[config.mk]
export PLATFORM = sky130hd
export DESIGN_NAME = cit_sequencer
export DESIGN_NICKNAME = d
export VERILOG_FILES = /design/src/design/cit_flag_alu.v /design/src/design/cit_sequencer.v
export VERILOG_INCLUDE_DIRS = /design/src /design/src/design
export SDC_FILE = /design/constraint.sdc
export NUM_CORES = 1
export LEC_CHECK = 0
export BUFFER_PORTS_ARGS = -buffer_cell sky130_fd_sc_hd__buf_2
export CELL_PAD_IN_SITES_DETAIL_PLACEMENT = 0
export CELL_PAD_IN_SITES_GLOBAL_PLACEMENT = 2
export CORE_ASPECT_RATIO = 0.7
export CORE_UTILIZATION = 41
export DETAILED_ROUTE_END_ITERATION = 8
export GPL_ROUTABILITY_DRIVEN = 0
export GPL_TIMING_DRIVEN = 0
export HOLD_SLACK_MARGIN = 0.08
export PLACE_DENSITY = 0.92
export REMOVE_ABC_BUFFERS = 1
export SLEW_MARGIN = 15
export SYNTH_ARGS = -nofsm -noshare
export SYNTH_HDL_FRONTEND = slang
export SYNTH_SLANG_ARGS = --single-unit
[constraint.sdc]
create_clock -name clk -period 21.6 [get_ports clk]
set_input_delay 1.08 -clock clk [delete_from_list [all_inputs] [get_ports clk]]
set_output_delay 1.08 -clock clk [all_outputs]
set_load 0.01 [all_outputs]
[src/design/cit_defs.vh]
/*
  Constants of the instruction timing and flag block: machine cycle
  phases, instruction lengths, cycle counts, flag bit positions.
  Assumes inclusion by bare name from design files; definitions only.
*/
// Behaviour
// - Machine cycle is exactly four clocks
// - At most one code byte fetched per cycle
// - Cycles equal byte count for most instructions
// - Jumps and calls take one extra cycle
// - Flag results match the reference instruction set
// - Add/subtract set carry, overflow, half carry; multiply/divide carry, overflow; others carry
// - Multiply/divide clear carry; clear/set carry force it
// - Absolute call: two bytes, three cycles
// - Absolute jump: two bytes, three cycles
// - Overflow is carry six xor carry seven
// - Parity flag tracks accumulator ones count
`ifndef CIT_DEFS_VH
`define CIT_DEFS_VH
`define CIT_CLK_PER_MC 3'h4
`define CIT_PHASE_LAST 2'h3
`define CIT_PHASE_FETCH 2'h0
`define CIT_LEN_W 2
`define CIT_MC_W 3
`define CIT_RESET_ACC 8'h00
`define CIT_RESET_PC 16'h0000
`define CIT_FLAG_CY 7
`define CIT_FLAG_AC 6
`define CIT_FLAG_OV 2
`define CIT_FLAG_P 0
`define CIT_RESET_PSW 8'h00
`endif

[src/design/cit_flag_alu.v]
/*
  Flag unit: computes carry, half carry, overflow and result of the
  flag-changing operations. Purely combinational; the sequencer
  decides when the results are written back.
*/
`timescale 1ns/1ps
module cit_flag_alu (
  input wire [3:0] op_class,
  input wire [7:0] acc,
  input wire [7:0] operand,
  input wire [7:0] b_reg,
  input wire carry_in,
  input wire bit_in,
  output reg [7:0] result,
  output reg carry_flag,
  output reg half_carry_flag,
  output reg signed_overflow_flag,
  output reg wr_acc,
  output reg wr_cy,
  output reg wr_ac,
  output reg wr_ov
);
  localparam C_NONE = 4'h0, C_ADD = 4'h1, C_ADD_WITH_CARRY_OP = 4'h2, C_SUBTRACT_WITH_BORROW_OP = 4'h3;
  localparam C_MUL = 4'h4, C_DIV = 4'h5, C_DA = 4'h6, C_RRC = 4'h7;
  localparam C_RLC = 4'h8, C_CLRC = 4'h9, C_SETC = 4'hA, C_CPLC = 4'hB;
  localparam C_ANLC = 4'hC, C_ORLC = 4'hD, C_MOVC = 4'hE, C_COMPARE_JUMP_UNEQUAL_OP = 4'hF;
  reg [4:0] lo;
  reg [3:0] mid;
  reg [1:0] hi;
  reg [7:0] rhs;
  reg cin;
  reg [15:0] prod;
  reg [8:0] da_t;
  // Add/subtract split at bits 3 and 6 to expose the inner carries
  always @* begin
    result = acc;
    carry_flag = carry_in;
    half_carry_flag = 1'b0;
    signed_overflow_flag = 1'b0;
    wr_acc = 1'b0;
    wr_cy = 1'b0;
    wr_ac = 1'b0;
    wr_ov = 1'b0;
    rhs = (op_class == C_SUBTRACT_WITH_BORROW_OP) ? ~operand : operand;
    cin = (op_class == C_SUBTRACT_WITH_BORROW_OP) ? ~carry_in : ((op_class == C_ADD_WITH_CARRY_OP) & carry_in);
    lo = {1'b0, acc[3:0]} + {1'b0, rhs[3:0]} + {4'h0, cin};
    mid = {1'b0, acc[6:4]} + {1'b0, rhs[6:4]} + {3'h0, lo[4]};
    hi = {1'b0, acc[7]} + {1'b0, rhs[7]} + {1'b0, mid[3]};
    prod = acc * b_reg;
    da_t = {1'b0, acc};
    case (op_class)
      C_ADD, C_ADD_WITH_CARRY_OP, C_SUBTRACT_WITH_BORROW_OP: begin
        result = {hi[0], mid[2:0], lo[3:0]};
        // Subtract reports borrows, the inverse of adder carries
        carry_flag = hi[1] ^ (op_class == C_SUBTRACT_WITH_BORROW_OP);
        half_carry_flag = lo[4] ^ (op_class == C_SUBTRACT_WITH_BORROW_OP);
        signed_overflow_flag = mid[3] ^ hi[1];
        wr_acc = 1'b1;
        wr_cy = 1'b1;
        wr_ac = 1'b1;
        wr_ov = 1'b1;
      end
      C_MUL: begin
        result = prod[7:0];
        carry_flag = 1'b0;
        signed_overflow_flag = |prod[15:8];
        wr_acc = 1'b1;
        wr_cy = 1'b1;
        wr_ov = 1'b1;
      end
      C_DIV: begin
        // Quotient alone returned; divide by zero flags overflow
        result = (b_reg == 8'h00) ? acc : acc / b_reg;
        carry_flag = 1'b0;
        signed_overflow_flag = (b_reg == 8'h00);
        wr_acc = 1'b1;
        wr_cy = 1'b1;
        wr_ov = 1'b1;
      end
      C_DA: begin
        if (acc[3:0] > 4'h9 || carry_in)
          da_t = {1'b0, acc} + 9'h006;
        if (da_t[7:4] > 4'h9 || da_t[8] || carry_in)
          da_t = da_t + 9'h060;
        result = da_t[7:0];
        carry_flag = da_t[8] | carry_in;
        wr_acc = 1'b1;
        wr_cy = 1'b1;
      end
      C_RRC: begin
        result = {carry_in, acc[7:1]};
        carry_flag = acc[0];
        wr_acc = 1'b1;
        wr_cy = 1'b1;
      end
      C_RLC: begin
        result = {acc[6:0], carry_in};
        carry_flag = acc[7];
        wr_acc = 1'b1;
        wr_cy = 1'b1;
      end
      C_CLRC: begin
        carry_flag = 1'b0;
        wr_cy = 1'b1;
      end
      C_SETC: begin
        carry_flag = 1'b1;
        wr_cy = 1'b1;
      end
      C_CPLC: begin
        carry_flag = ~carry_in;
        wr_cy = 1'b1;
      end
      C_ANLC: begin
        carry_flag = carry_in & bit_in;
        wr_cy = 1'b1;
      end
      C_ORLC: begin
        carry_flag = carry_in | bit_in;
        wr_cy = 1'b1;
      end
      C_MOVC: begin
        carry_flag = bit_in;
        wr_cy = 1'b1;
      end
      C_COMPARE_JUMP_UNEQUAL_OP: begin
        carry_flag = acc < operand;
        wr_cy = 1'b1;
      end
      default: begin
        result = acc;
      end
    endcase
  end
endmodule

[src/design/cit_sequencer.v]
/*
  Instruction sequencer: builds four-clock machine cycles, fetches at most one
  code byte per cycle, decodes length and cycle count, and writes the
  flag unit's results into the status word.
  Assumes program memory answers a fetch address with its byte by the
  last phase of the same machine cycle (same clock domain).
*/
`timescale 1ns/1ps
`include "cit_defs.vh"
module cit_sequencer (
  input wire clk,
  input wire reset,
  input wire [7:0] code_data,
  input wire [7:0] b_reg,
  input wire bit_in,
  output reg [15:0] code_addr,
  output wire code_fetch,
  output reg [1:0] mc_phase,
  output reg instr_done,
  output reg [7:0] opcode,
  output reg [7:0] acc,
  output reg [7:0] psw,
  output reg [2:0] mc_count
);
  localparam S_OPC = 2'h0, S_OPND = 2'h1, S_EXTRA = 2'h2;
  reg [1:0] state_q;
  reg [1:0] state_d;
  reg [1:0] bytes_left_q;
  reg [2:0] mc_left_q;
  reg [7:0] operand_q;
  reg [3:0] cls;
  reg [1:0] len;
  reg [2:0] mcs;
  wire [7:0] alu_res;
  wire alu_cy, alu_ac, alu_ov, w_acc, w_cy, w_ac, w_ov;
  wire mc_end;
  wire [7:0] cur_op;
  wire [7:0] cur_opnd;

  // Length in bytes; unlisted opcodes default to one byte
  function [1:0] op_len;
    input [7:0] op;
    begin
      if (op[4:0] == 5'h01 || op[4:0] == 5'h11)
        op_len = 2'h2;
      else if (op == 8'h24 || op == 8'h25 || op == 8'h34 || op == 8'h35)
        op_len = 2'h2;
      else if (op == 8'h82 || op == 8'hB0 || op == 8'h72 || op == 8'hA0 || op == 8'hA2)
        op_len = 2'h2;
      else if (op[7:4] == 4'hB && op[3:0] >= 4'h4)
        op_len = 2'h3;
      else
        op_len = 2'h1;
    end
  endfunction

  // Jumps and calls cost one cycle more than their length
  function is_branch;
    input [7:0] op;
    begin
      is_branch = (op[4:0] == 5'h01) || (op[4:0] == 5'h11) ||
                  (op[7:4] == 4'hB && op[3:0] >= 4'h4);
    end
  endfunction

  // Flag class of each opcode for the flag unit
  function [3:0] op_class;
    input [7:0] op;
    begin
      case (op[7:4])
        4'h2: op_class = (op[3:0] >= 4'h4) ? 4'h1 : 4'h0;
        4'h3: op_class = (op[3:0] >= 4'h4) ? 4'h2 : ((op[3:0] == 4'h3) ? 4'h8 : 4'h0);
        4'h9: op_class = (op[3:0] >= 4'h4) ? 4'h3 : 4'h0;
        4'hA: op_class = (op == 8'hA4) ? 4'h4 : ((op == 8'hA0 || op == 8'hA2) ? {3'h6, op[1]} : 4'h0);
        4'h8: op_class = (op == 8'h84) ? 4'h5 : ((op == 8'h82) ? 4'hC : 4'h0);
        4'hD: op_class = (op == 8'hD4) ? 4'h6 : ((op == 8'hD3) ? 4'hA : 4'h0);
        4'h1: op_class = (op == 8'h13) ? 4'h7 : 4'h0;
        4'hC: op_class = (op == 8'hC3) ? 4'h9 : 4'h0;
        4'hB: op_class = (op == 8'hB3) ? 4'hB : ((op == 8'hB0) ? 4'hC : ((op[3:0] >= 4'h4) ? 4'hF : 4'h0));
        4'h7: op_class = (op == 8'h72) ? 4'hD : 4'h0;
        default: op_class = 4'h0;
      endcase
    end
  endfunction

  assign mc_end = (mc_phase == `CIT_PHASE_LAST);
  // Single fetch strobe per machine cycle, only while bytes remain
  assign code_fetch = (mc_phase == `CIT_PHASE_FETCH) && (state_q != S_EXTRA);
  assign cur_op = (state_q == S_OPC) ? code_data : opcode;
  assign cur_opnd = (state_q == S_OPC) ? operand_q : code_data;

  // Decode of the instruction currently being completed
  always @* begin
    cls = op_class(cur_op);
    len = op_len(cur_op);
    mcs = {1'b0, len} + {2'h0, is_branch(cur_op)};
    state_d = state_q;
    if (mc_end) begin
      case (state_q)
        S_OPC: state_d = (len > 2'h1) ? S_OPND : S_OPC;
        S_OPND: state_d = (bytes_left_q > 2'h1) ? S_OPND : ((mc_left_q > 3'h1) ? S_EXTRA : S_OPC);
        S_EXTRA: state_d = S_OPC;
        default: state_d = S_OPC;
      endcase
    end
  end

  cit_flag_alu u_alu (
    .op_class(cls),
    .acc(acc),
    .operand(cur_opnd),
    .b_reg(b_reg),
    .carry_in(psw[`CIT_FLAG_CY]),
    .bit_in(bit_in),
    .result(alu_res),
    .carry_flag(alu_cy),
    .half_carry_flag(alu_ac),
    .signed_overflow_flag(alu_ov),
    .wr_acc(w_acc),
    .wr_cy(w_cy),
    .wr_ac(w_ac),
    .wr_ov(w_ov)
  );

  // Four-phase machine cycle and instruction bookkeeping
  always @(posedge clk) begin
    if (reset) begin
      mc_phase <= 2'h0;
      state_q <= S_OPC;
      bytes_left_q <= 2'h0;
      mc_left_q <= 3'h0;
      operand_q <= 8'h00;
      opcode <= 8'h00;
      code_addr <= `CIT_RESET_PC;
      acc <= `CIT_RESET_ACC;
      psw <= `CIT_RESET_PSW;
      instr_done <= 1'b0;
      mc_count <= 3'h0;
    end else begin
      mc_phase <= mc_phase + 2'h1;
      instr_done <= 1'b0;
      if (mc_end) begin
        state_q <= state_d;
        // Next byte address moves once per fetching cycle
        if (state_q != S_EXTRA)
          code_addr <= code_addr + 16'h0001;
        if (state_q == S_OPC) begin
          opcode <= code_data;
          bytes_left_q <= len - 2'h1;
          mc_left_q <= mcs - 3'h1;
          mc_count <= 3'h1;
        end else begin
          if (state_q == S_OPND) begin
            operand_q <= code_data;
            bytes_left_q <= bytes_left_q - 2'h1;
          end
          mc_left_q <= mc_left_q - 3'h1;
          mc_count <= mc_count + 3'h1;
        end
        // Retire on last machine cycle; carry, half carry and overflow written only then
        if (state_d == S_OPC) begin
          instr_done <= 1'b1;
          if (w_acc)
            acc <= alu_res;
          if (w_cy)
            psw[`CIT_FLAG_CY] <= alu_cy;
          if (w_ac)
            psw[`CIT_FLAG_AC] <= alu_ac;
          if (w_ov)
            psw[`CIT_FLAG_OV] <= alu_ov;
        end
      end
      // Parity follows the value the accumulator holds now
      psw[`CIT_FLAG_P] <= ^acc;
    end
  end
endmodule

==> impl_results.md, run 1 <==
* Outcome: finished clean
* GRT Overall Usage at 23.2%
* Switching Fraction at 32.3%
* CTS tree: built
* Grt total ovfl at 0
* P_sw at 0.0000999 W
* Crit-path max cell delay at 0.85 ns
* Hold Fails Final Rpt at 0
* Post-Route Utilization at 46.0%
* Synth Flop Type: dfxtp_1
* # rows at 42
* Synth cell types at 93
* Synth top area share at 16.8%
* Cells after Synth at 995
* CP endpoint kind: flip-flop
* Slew Viols, Final at 0
* Hold buffer count at CTS at 0
* DRT Pass-1 Iters at 6
* Syn Area/Cell at 8.23 sq um
* Worst VDD drop at 0.0318 mV
* Post-synthesis sequential area ratio at 13.9%
* Critical path's top delay family: compound AO/OA/AOI/OAI gates
* Clock Latency Late Sink at 0.34 ns
* Most Frequent Cell on Critical Path: ha_1
* Die area at 20600 sq um
* Area leader, netlist: ha_1
* Clock Skew at 0.00912 ns
* H-tree Lvls at 3
* CTS Sinks at 57
* WL final at 22.5 mm
* Peak Freq at 0.0710 GHz
* DR vias/cell at 5.54
* Wirelength per Cell at 17.3 microns
* Worst hold path stage count at 2
* Reg power frac at 35.4%
* R2R Path Start: acc[4]
* Worst reg2reg path depth at 47
* CP required at 21.77 ns
* Fillers at 1953
* Met2 Use GR at 30.5%
* Setup-failing EPs final at 0
* Pleak at 4.14 nW
* Boundary pin count at 66
* Crit-path max FO at 11
* Seq cells post-synth at 57
* Number of CTS-inserted buffers at 9
* Global-route wire length before repair at 37.6 mm
* Core region area at 19200 sq um
* DRC at 0
* Area contributors post-synth: ha_1, dfxtp_1, fa_1
* Vias at 7190
* Slew HR at 26.6%
* Largest net degree at the start of global routing at 59
* Fin crit share at 65.2%
* CTS max path bufs at 2
* R2R setup slack at 7.52 ns
* Yosys Warn Count at 0
* Combinational share of power at 19.9%
* Max-Cap Viols at 0
* Hold Crit Start: mc_left_q[1]
* Power Density at 35.0 nW/um^2
* DIE WIDTH at 171 microns
* Worst hold path class: flip-flop to flip-flop
* Crit path kind: flip-flop to flip-flop
* Slowest stage cell, crit path: a31oi_1
* Hold Path End: mc_left_q[1]
* Post-layout min period at 14.08 ns
* Reg2Reg Capture Point: acc[0]
* CP Buf/Inv Count at 1
* ANT cells at 0
* Post-route ant nets at 0
* Setup Buffers After CTS at 0
* Fraction of layout instances using a drive strength above 1 at 13.0%
* Starting density of the core at 42.6%
* EDFF count, synth at 0
* Internal at 0.000210 W
* DP Area at 8550 sq um
* Startpoint types: flip-flop
* Port Buf Inserts at 61
* Vias in the first global route at 6945
* Unrepaired setup endpoints after global routing: no
* Met3 Usage GRT at 4.35%
* Area added between synthesis and finish at 8.00%
* Clock Power Share at 44.7%
* Die height at 120 microns
* Async SR Flop Fraction at 0%
* Met1 usage at 37.9%
* Final instance area at 8850 sq um
* Synthesized area at 8190 sq um
* Post-DP HPWL at 17.3 mm
* Initial DRC count at 648
* Crit path DAT at 14.25 ns
* GR peak layer: met1
* Fin nets at 1199
* Antenna violations before repair at 0
* Slew at the pin closest to its max-slew limit at 1.10 ns
* Worst-path clk slew at 0.06 ns
* Sum of negative setup slack at 0 ns
* CTS resizes at 0
* Root buffer cell: clkbuf_16
==> layer usage <==
layer  share of wire, %  wire length (microns)
met5                  0                      0
met1                 54                  12100
met4                1.1                    242
met2                 38                   8440
met3                7.6                   1710
==> worst register-to-register path, delay by kind of cell, from the launching register on <==
kind	cells	cell delay (ns)
AO/OA/AOI/OAI	27	7.33
XOR/XNOR	1	0.28
adder cells (fa/ha/maj)	8	2.60
buffers and inverters	1	0.69
flip-flops	1	0.75
multiplexers	4	1.47
AND/OR/NAND/NOR	6	0.79
==> sequential cells by signal, summed over array words and instances, names as in the netlist <==
register	cells
mc_phase	2
psw	4
acc	8
code_addr	16
state_q	2
mc_left_q	3
operand_q	8
bytes_left_q	2
opcode	8
mc_count	3
instr_done	1
==> worst max path at each step <==
stage / startpoint / end / slack, ns / cells past startpoint
CTS: b_reg[4] / acc[0] / 7.50 / 46
global placement: b_reg[4] / acc[0] / 6.82 / 46
floorplan: b_reg[4] / acc[0] / 9.53 / 45
finish: acc[4] / acc[0] / 7.52 / 47
detailed placement: b_reg[4] / acc[0] / 7.22 / 46
global route: acc[4] / acc[0] / 6.39 / 48
==> layout make-up <==
type / instances / area (sq um) / area share [%]
multi-input cells: 809 / 6440 / 72.8
flip-flops and latches: 57 / 1140 / 12.9
inverters: 89 / 334 / 3.78
well taps: 264 / 330 / 3.73
repair buffers: 63 / 315 / 3.56
clock buffers: 9 / 225 / 2.55
clock inverters: 7 / 58.8 / 0.665
==> power by group through the flow <==
stage          registers [W]  logic [W]  clock network (W)
2_1_floorplan       0.000112  0.0000407                  0
3_3_place_gp        0.000112  0.0000601                  0
3_5_place_dp        0.000112  0.0000606                  0
4_1_cts             0.000110  0.0000610           0.000141
5_1_grt             0.000110  0.0000689           0.000146
6_report            0.000110  0.0000615           0.000138
==> cells by family after synthesis <==
group           Yosys count  share of synthesized area [%]
other cells               1                         0.0458
fa+ha+maj               151                           26.8
mux                      44                           5.58
xor+xnor                 53                           5.67
flops                    57                           13.9
buf+inv                 132                           7.93
simple gates            333                           20.9
compound gates          224                           19.2
==> layout by cell type, fill, tap and decap left out, types with 10 or more instances in the layout <==
cell / instances
ha_1: 110
nor2_1: 131
a31oi_1: 11
fa_1: 41
a21oi_1: 55
nand3_1: 15
nand2_1: 53
a21o_1: 14
and2_1: 10
nor3_1: 23
buf_2: 63
o21ai_0: 39
o21a_1: 17
mux2_2: 13
inv_1: 82
nand2b_1: 10
xnor2_1: 29
mux2i_1: 31
xor2_1: 24
dfxtp_1: 57
==> stage by stage <==
step	cells	setup slack, ns	total power [W]	hold slack (ns)
final	1298	7.52	0.000310	0.466
after global routing	1298	6.39	0.000325	0.508
after CTS	1298	7.50	0.000312	0.462
after detailed placement	1282	7.22	0.000173	0.453
after global placement	1280	6.82	0.000172	0.439
after floorplan	955	9.53	0.000152	0.435
==> synthesized netlist by cell type (15+ instances only) <==
| cell type | count |
|---|---|
| xor2_1 | 24 |
| nor3_1 | 23 |
| ha_1 | 110 |
| clkbuf_1 | 17 |
| inv_1 | 82 |
| nor2_1 | 131 |
| o21ai_0 | 39 |
| mux2i_1 | 31 |
| nand2_1 | 53 |
| xnor2_1 | 29 |
| fa_1 | 41 |
| o21a_1 | 17 |
| dfxtp_1 | 57 |
| a21oi_1 | 55 |
| nand3_1 | 15 |
Power figures use the tool's default switching activity.
==> run 2, diff against run 1 <==
--- a/config.mk
+++ b/config.mk
@@ -10,12 +10,12 @@
 export CELL_PAD_IN_SITES_DETAIL_PLACEMENT = 0
 export CELL_PAD_IN_SITES_GLOBAL_PLACEMENT = 2
 export CORE_ASPECT_RATIO = 0.7
-export CORE_UTILIZATION = 41
+export CORE_UTILIZATION = 38
 export DETAILED_ROUTE_END_ITERATION = 8
 export GPL_ROUTABILITY_DRIVEN = 0
 export GPL_TIMING_DRIVEN = 0
 export HOLD_SLACK_MARGIN = 0.08
-export PLACE_DENSITY = 0.92
+export PLACE_DENSITY = 0.87
 export REMOVE_ABC_BUFFERS = 1
 export SLEW_MARGIN = 15
 export SYNTH_ARGS = -nofsm -noshare
==> constraint.sdc (replaced) <==
create_clock -name clk -period 13.35 [get_ports clk]
set_input_delay 0.6675 -clock clk [delete_from_list [all_inputs] [get_ports clk]]
set_output_delay 0.6675 -clock clk [all_outputs]
set_load 0.01 [all_outputs]
==> impl_results.md, run 2 (synthesis results as in run 1) <==
* Initial DRC count at 564 (-13%)
* Wirelength per Cell at 17.4 microns (+0.64%)
* Final setup margin at 1.01 ns (-6.51 ns)
* Startpoint types: input pin
* Die height at 125 microns (+3.8%)
* # rows at 44 (+4.8%)
* Crit-path max FO at 10 (-1)
* CP endpoint kind: flip-flop
* Grt total ovfl at 0 (unchanged)
* Max reg flops at 16 (unchanged)
* CTS tree: built
* Clock Latency Late Sink at 0.33 ns (about the same)
* Vias at 7170 (-0.28%)
* Clock Skew at 0.0103 ns (+0.00118 ns)
* Sum of negative setup slack at 0 ns (unchanged)
* Crit path kind: input pin to flip-flop
* Worst hold path class: flip-flop to flip-flop
* Setup-failing EPs final at 0 (unchanged)
* CP Buf/Inv Count at 4 (+3)
* Post-route ant nets at 0 (unchanged)
* Hold Fails Final Rpt at 0 (unchanged)
* Worst-path clk slew at 0.05 ns (about the same)
* Fraction of layout instances using a drive strength above 1 at 14.0% (+1.0 points)
* DIE WIDTH at 177 microns (+3.8%)
* WL final at 22.9 mm (+1.9%)
* CTS Sinks at 57 (unchanged)
* Slew Viols, Final at 0 (unchanged)
* Starting density of the core at 39.2% (-3.4 points)
* Fin nets at 1203 (+0.33%)
* Boundary pin count at 66 (unchanged)
* Port Buf Inserts at 61 (unchanged)
* Commonest non-fill, non-tap cell in the layout: nor2_1
* Post-Route Utilization at 43.1% (-2.9 points)
* Slew at the pin closest to its max-slew limit at 1.03 ns (-0.0702 ns)
* Cells after DPL at 1294 (+0.94%)
* CTS max path bufs at 2 (unchanged)
* Most Frequent Cell on Critical Path: ha_1
* Finished Layout Cells at 1314 (+1.2%)
* DRC at 0 (unchanged)
* Worst reg2reg path depth at 48 (+2.1%)
* ANT cells at 0 (unchanged)
* Setup WS pre-CTS at -0.791 ns (-8.01 ns)
* Root buffer cell: clkbuf_16
* Crit-path max cell delay at 0.48 ns (-0.37 ns)
* Vias in the first global route at 6798 (-2.1%)
* Worst VDD drop at 0.0524 mV (+65%)
* Slowest stage cell, crit path: a2111oi_4
* Area added between synthesis and finish at 10.1%
* Power Density at 61.3 nW/um^2 (+75%)
* GRT Overall Usage at 21.5% (-1.8 points)
* DP Area at 8570 sq um (+0.25%)
* Critical path's top delay family: compound AO/OA/AOI/OAI gates
* Most frequent cells in the layout: nor2_1, ha_1, inv_1
* Critical Path Stages at 49 (+4.3%)
* Post-DP HPWL at 17.5 mm (+1.3%)
* Crit path DAT at 12.51 ns (-1.74 ns)
* DR vias/cell at 5.46 (-1.5%)
* Fin crit share at 92.4%
* DRT Pass-1 Iters at 5 (-1)
* Number of CTS-inserted buffers at 9 (unchanged)
* Outcome: finished clean
* Die area at 22200 sq um (+7.8%)
* Biggest register: code_addr
* Peak Freq at 0.0811 GHz
* Post-layout min period at 12.34 ns
* Fillers at 2149 (+10%)
* Largest net degree at the start of global routing at 59 (unchanged)
* CP required at 13.53 ns (-8.24 ns)
* Worst hold path stage count at 1 (-1)
* H-tree Lvls at 3 (unchanged)
* Slew HR at 30.7% (+4.1 points)
* Pleak at 4.20 nW (+1.5%)
* Final instance area at 9010 sq um (+1.9%)
* Global-route wire length before repair at 37.7 mm (+0.29%)
* Core region area at 20900 sq um (+8.8%)
* Antenna violations before repair at 0 (unchanged)
* Max-Cap Viols at 0 (unchanged)
* Unrepaired setup endpoints after global routing: no
-- run 2: metal layers --
layer	share of wire [%]	track usage (%)
met1	55	36.1
met2	38	27.8
met3	6.9	3.82
met4	0.34	2.36
met5	0	0
-- run 2: stage by stage --
step / total power (W) / hold slack, ns
3_5_place_dp: 0.000279 / 0.452
3_3_place_gp: 0.000279 / 0.439
4_1_cts: 0.000555 / 0.461
5_1_grt: 0.000577 / 0.484
2_1_floorplan: 0.000247 / 0.435
6_report: 0.000553 / 0.460
-- run 2: path summary, 6_finish.rpt --
check / start / endpoint / slack [ns]
setup / recovery: b_reg[0] / acc[0] / 1.01
hold / removal: mc_phase[0] / mc_phase[0] / 0.46
setup reg to reg: acc[4] / acc[0] / 1.11
hold reg to reg: mc_phase[0] / mc_phase[0] / 0.46
-- run 2: area by class of cell --
class	instances	area [sq um]	area share, %
Sequential cell	57	1140	12.7
Multi-Input combinational cell	809	6490	72.0
Tap cell	276	345	3.83
Clock inverter	6	115	1.28
Clock buffer	10	239	2.65
Inverter	89	335	3.72
Timing Repair Buffer	67	348	3.86
-- run 2: power by group --
| group | switching (W) | internal [W] | total [W] |
|---|---|---|---|
| combinational | 0.0000630 | 0.0000380 | 0.000101 |
| clock | 0.0000862 | 0.000188 | 0.000274 |
| sequential | 0.00000455 | 0.000173 | 0.000178 |
-- run 2: what timing repair did --
item / CTS / global route
hold buffers: 0 / 0
cloned: 0 / 0
buffers inserted: 0 / 4
pin swaps: 0 / 1
gates resized for setup: 5 / 5
endpoints found under the setup margin: 2 / 2
-- run 2: worst register-to-register path: cells and delay by family (launching register included) --
family                   cells  cell delay, ns
AO/OA/AOI/OAI               26            5.87
adder cells (fa/ha/maj)      8            2.48
multiplexers                 4            1.48
AND/OR/NAND/NOR              6            0.80
buffers and inverters        3            0.61
flip-flops                   1            0.56
XOR/XNOR                     1            0.29
==> run 3, diff against run 2 <==
--- a/config.mk
+++ b/config.mk
@@ -15,7 +15,8 @@
 export GPL_ROUTABILITY_DRIVEN = 0
 export GPL_TIMING_DRIVEN = 0
 export HOLD_SLACK_MARGIN = 0.08
-export PLACE_DENSITY = 0.87
+export MAX_ROUTING_LAYER = met4
+export PLACE_DENSITY_LB_ADDON = 0.1
 export REMOVE_ABC_BUFFERS = 1
 export SLEW_MARGIN = 15
 export SYNTH_ARGS = -nofsm -noshare
==> impl_results.md, run 3 (synthesis results as in run 1) <==
* Worst reg2reg path depth at 49 (+2.1%)
* WL final at 24.4 mm (+6.5%)
* Reg2Reg Capture Point: acc[0]
* Worst hold path class: flip-flop to flip-flop
* Final instance area at 8950 sq um (-0.71%)
* Outcome: finished clean
* Post-route ant nets at 0 (unchanged)
* Power Density at 57.8 nW/um^2 (-5.8%)
* Hold Fails Final Rpt at 0 (unchanged)
* Critical path's top delay family: compound AO/OA/AOI/OAI gates
* Fin crit share at 92.9% (+0.49 points)
* CTS Sinks at 57 (unchanged)
* Hold buffer count at CTS at 0 (unchanged)
* Slowest stage cell, crit path: a2111oi_4
* Largest net degree at the start of global routing at 59 (unchanged)
* Crit path kind: input pin to flip-flop
* Clock Latency Late Sink at 0.34 ns (about the same)
* R2R setup slack at 1.04 ns (-0.07 ns)
* DRC at 0 (unchanged)
* R2R Path Start: acc[5]
* Slew Viols, Final at 0 (unchanged)
* Vias in the first global route at 6704 (-1.4%)
* Pleak at 4.18 nW (-0.52%)
* Post-layout min period at 12.40 ns (+0.0653 ns)
* Fraction of layout instances using a drive strength above 1 at 13.7% (-0.28 points)
* Setup-failing EPs final at 0 (unchanged)
* Most frequent cells in the layout: nor2_1, ha_1, inv_1
* Post-DP HPWL at 18.6 mm (+5.9%)
* DIE WIDTH at 177 microns (unchanged)
* Slew HR at 14.4% (-16 points)
* ANT cells at 0 (unchanged)
* Starting density of the core at 39.2% (unchanged)
* CP required at 13.54 ns (about the same)
* Crit path DAT at 12.59 ns (+0.08 ns)
* # rows at 44 (unchanged)
* Clock Skew at 0.00773 ns (-0.00257 ns)
* Setup WS pre-CTS at -0.761 ns (+0.0305 ns)
* Peak Freq at 0.0806 GHz (-0.53%)
* DP Area at 8570 sq um (unchanged)
* H-tree Lvls at 3 (unchanged)
* DRT Pass-1 Iters at 5 (unchanged)
* CP Buf/Inv Count at 4 (unchanged)
* Fin nets at 1203 (unchanged)
* Wirelength per Cell at 18.6 microns (+6.6%)
* Core region area at 20900 sq um (unchanged)
* Startpoint types: input pin
* Worst-path clk slew at 0.05 ns (about the same)
* Hold Crit Start: mc_left_q[1]
* Port Buf Inserts at 61 (unchanged)
* Root buffer cell: clkbuf_16
* Die area at 22200 sq um (unchanged)
* Number of CTS-inserted buffers at 9 (unchanged)
* Unrepaired setup endpoints after global routing: no
* Worst VDD drop at 0.0514 mV (-1.9%)
* CTS tree: built
* Initial DRC count at 512 (-9.2%)
* Antenna violations before repair at 0 (unchanged)
* Crit-path max FO at 10 (unchanged)
* Max reg flops at 16 (unchanged)
* CP endpoint kind: flip-flop
* CTS max path bufs at 2 (unchanged)
* Biggest register: code_addr
* Crit-path max cell delay at 0.47 ns (about the same)
* Slew at the pin closest to its max-slew limit at 1.27 ns (+0.242 ns)
* Max-Cap Viols at 0 (unchanged)
* Vias at 7178 (+0.11%)
* Boundary pin count at 66 (unchanged)
* Final setup margin at 0.949 ns (-0.0653 ns)
* Hold Path End: mc_left_q[1]
* Area added between synthesis and finish at 9.29%
* Grt total ovfl at 0 (unchanged)
* Worst hold path stage count at 2 (+1)
* Die height at 125 microns (unchanged)
* Commonest non-fill, non-tap cell in the layout: nor2_1
* DR vias/cell at 5.47 (+0.19%)
* GRT Overall Usage at 23.3% (+1.8 points)
* Global-route wire length before repair at 38.8 mm (+3.0%)
* Most Frequent Cell on Critical Path: ha_1
==> run 3: area by class of cell <==
type	count	area, sq um
clock inverters	3	40.0
multi-input cells	809	6480
inverters	89	335
repair buffers	67	348
clock buffers	12	256
well taps	276	345
fillers	2154	12000
flip-flops and latches	57	1140
==> run 3: how the worst max path moves through the flow <==
stage,start,to,slack [ns],depth (start not counted)
3_5_place_dp,acc[4],acc[0],-0.76,47
2_1_floorplan,b_reg[4],acc[0],1.69,45
5_1_grt,b_reg[0],acc[0],0.09,52
4_1_cts,b_reg[0],acc[0],0.1,48
6_report,b_reg[0],acc[0],0.95,50
3_3_place_gp,b_reg[4],acc[0],-1.46,46
==> run 3: timing repair <==
item / CTS / global route
setup endpoints to repair: 1 / 2
buffers inserted: 0 / 4
gates resized for setup: 5 / 5
pin swaps: 0 / 1
==> run 3: metrics by stage <==
stage / instances / setup TNS, ns / power [W] / utilization (%) / hold WS, ns
after floorplan: 955 / 0 / 0.000247 / - / 0.435
after global placement: 1292 / -2.02 / 0.000281 / 40.8 / 0.449
after detailed placement: 1294 / -0.761 / 0.000281 / 41.0 / 0.456
after CTS: 1309 / 0 / 0.000519 / 42.5 / 0.465
after global routing: 1313 / 0 / 0.000542 / 42.8 / 0.495
final: 1313 / 0 / 0.000517 / 42.8 / 0.464
==> run 3: report_power, final <==
group	internal, W	total (W)	switching (W)
sequential	0.000173	0.000178	0.00000462
clock	0.000153	0.000237	0.0000838
combinational	0.0000380	0.000102	0.0000645
total	0.000364	0.000517	0.000153
==> run 3: worst reg2reg max path: cells and delay by family (launching register included) <==
family,cells,cell delay (ns)
simple gates,6,0.54
xor+xnor,1,0.29
compound gates,28,6.61
fa+ha+maj,8,2.42
flops,1,0.64
buf+inv,3,0.59
mux,3,1.09
==> run 3: per-layer routing <==
metal	routed length [microns]	part of all wire, %	track usage [%]
met5	0	0	-
met4	130	0.53	2.87
met3	1460	6.0	4.37
met2	8860	36	28.6
met1	13900	57	38.3
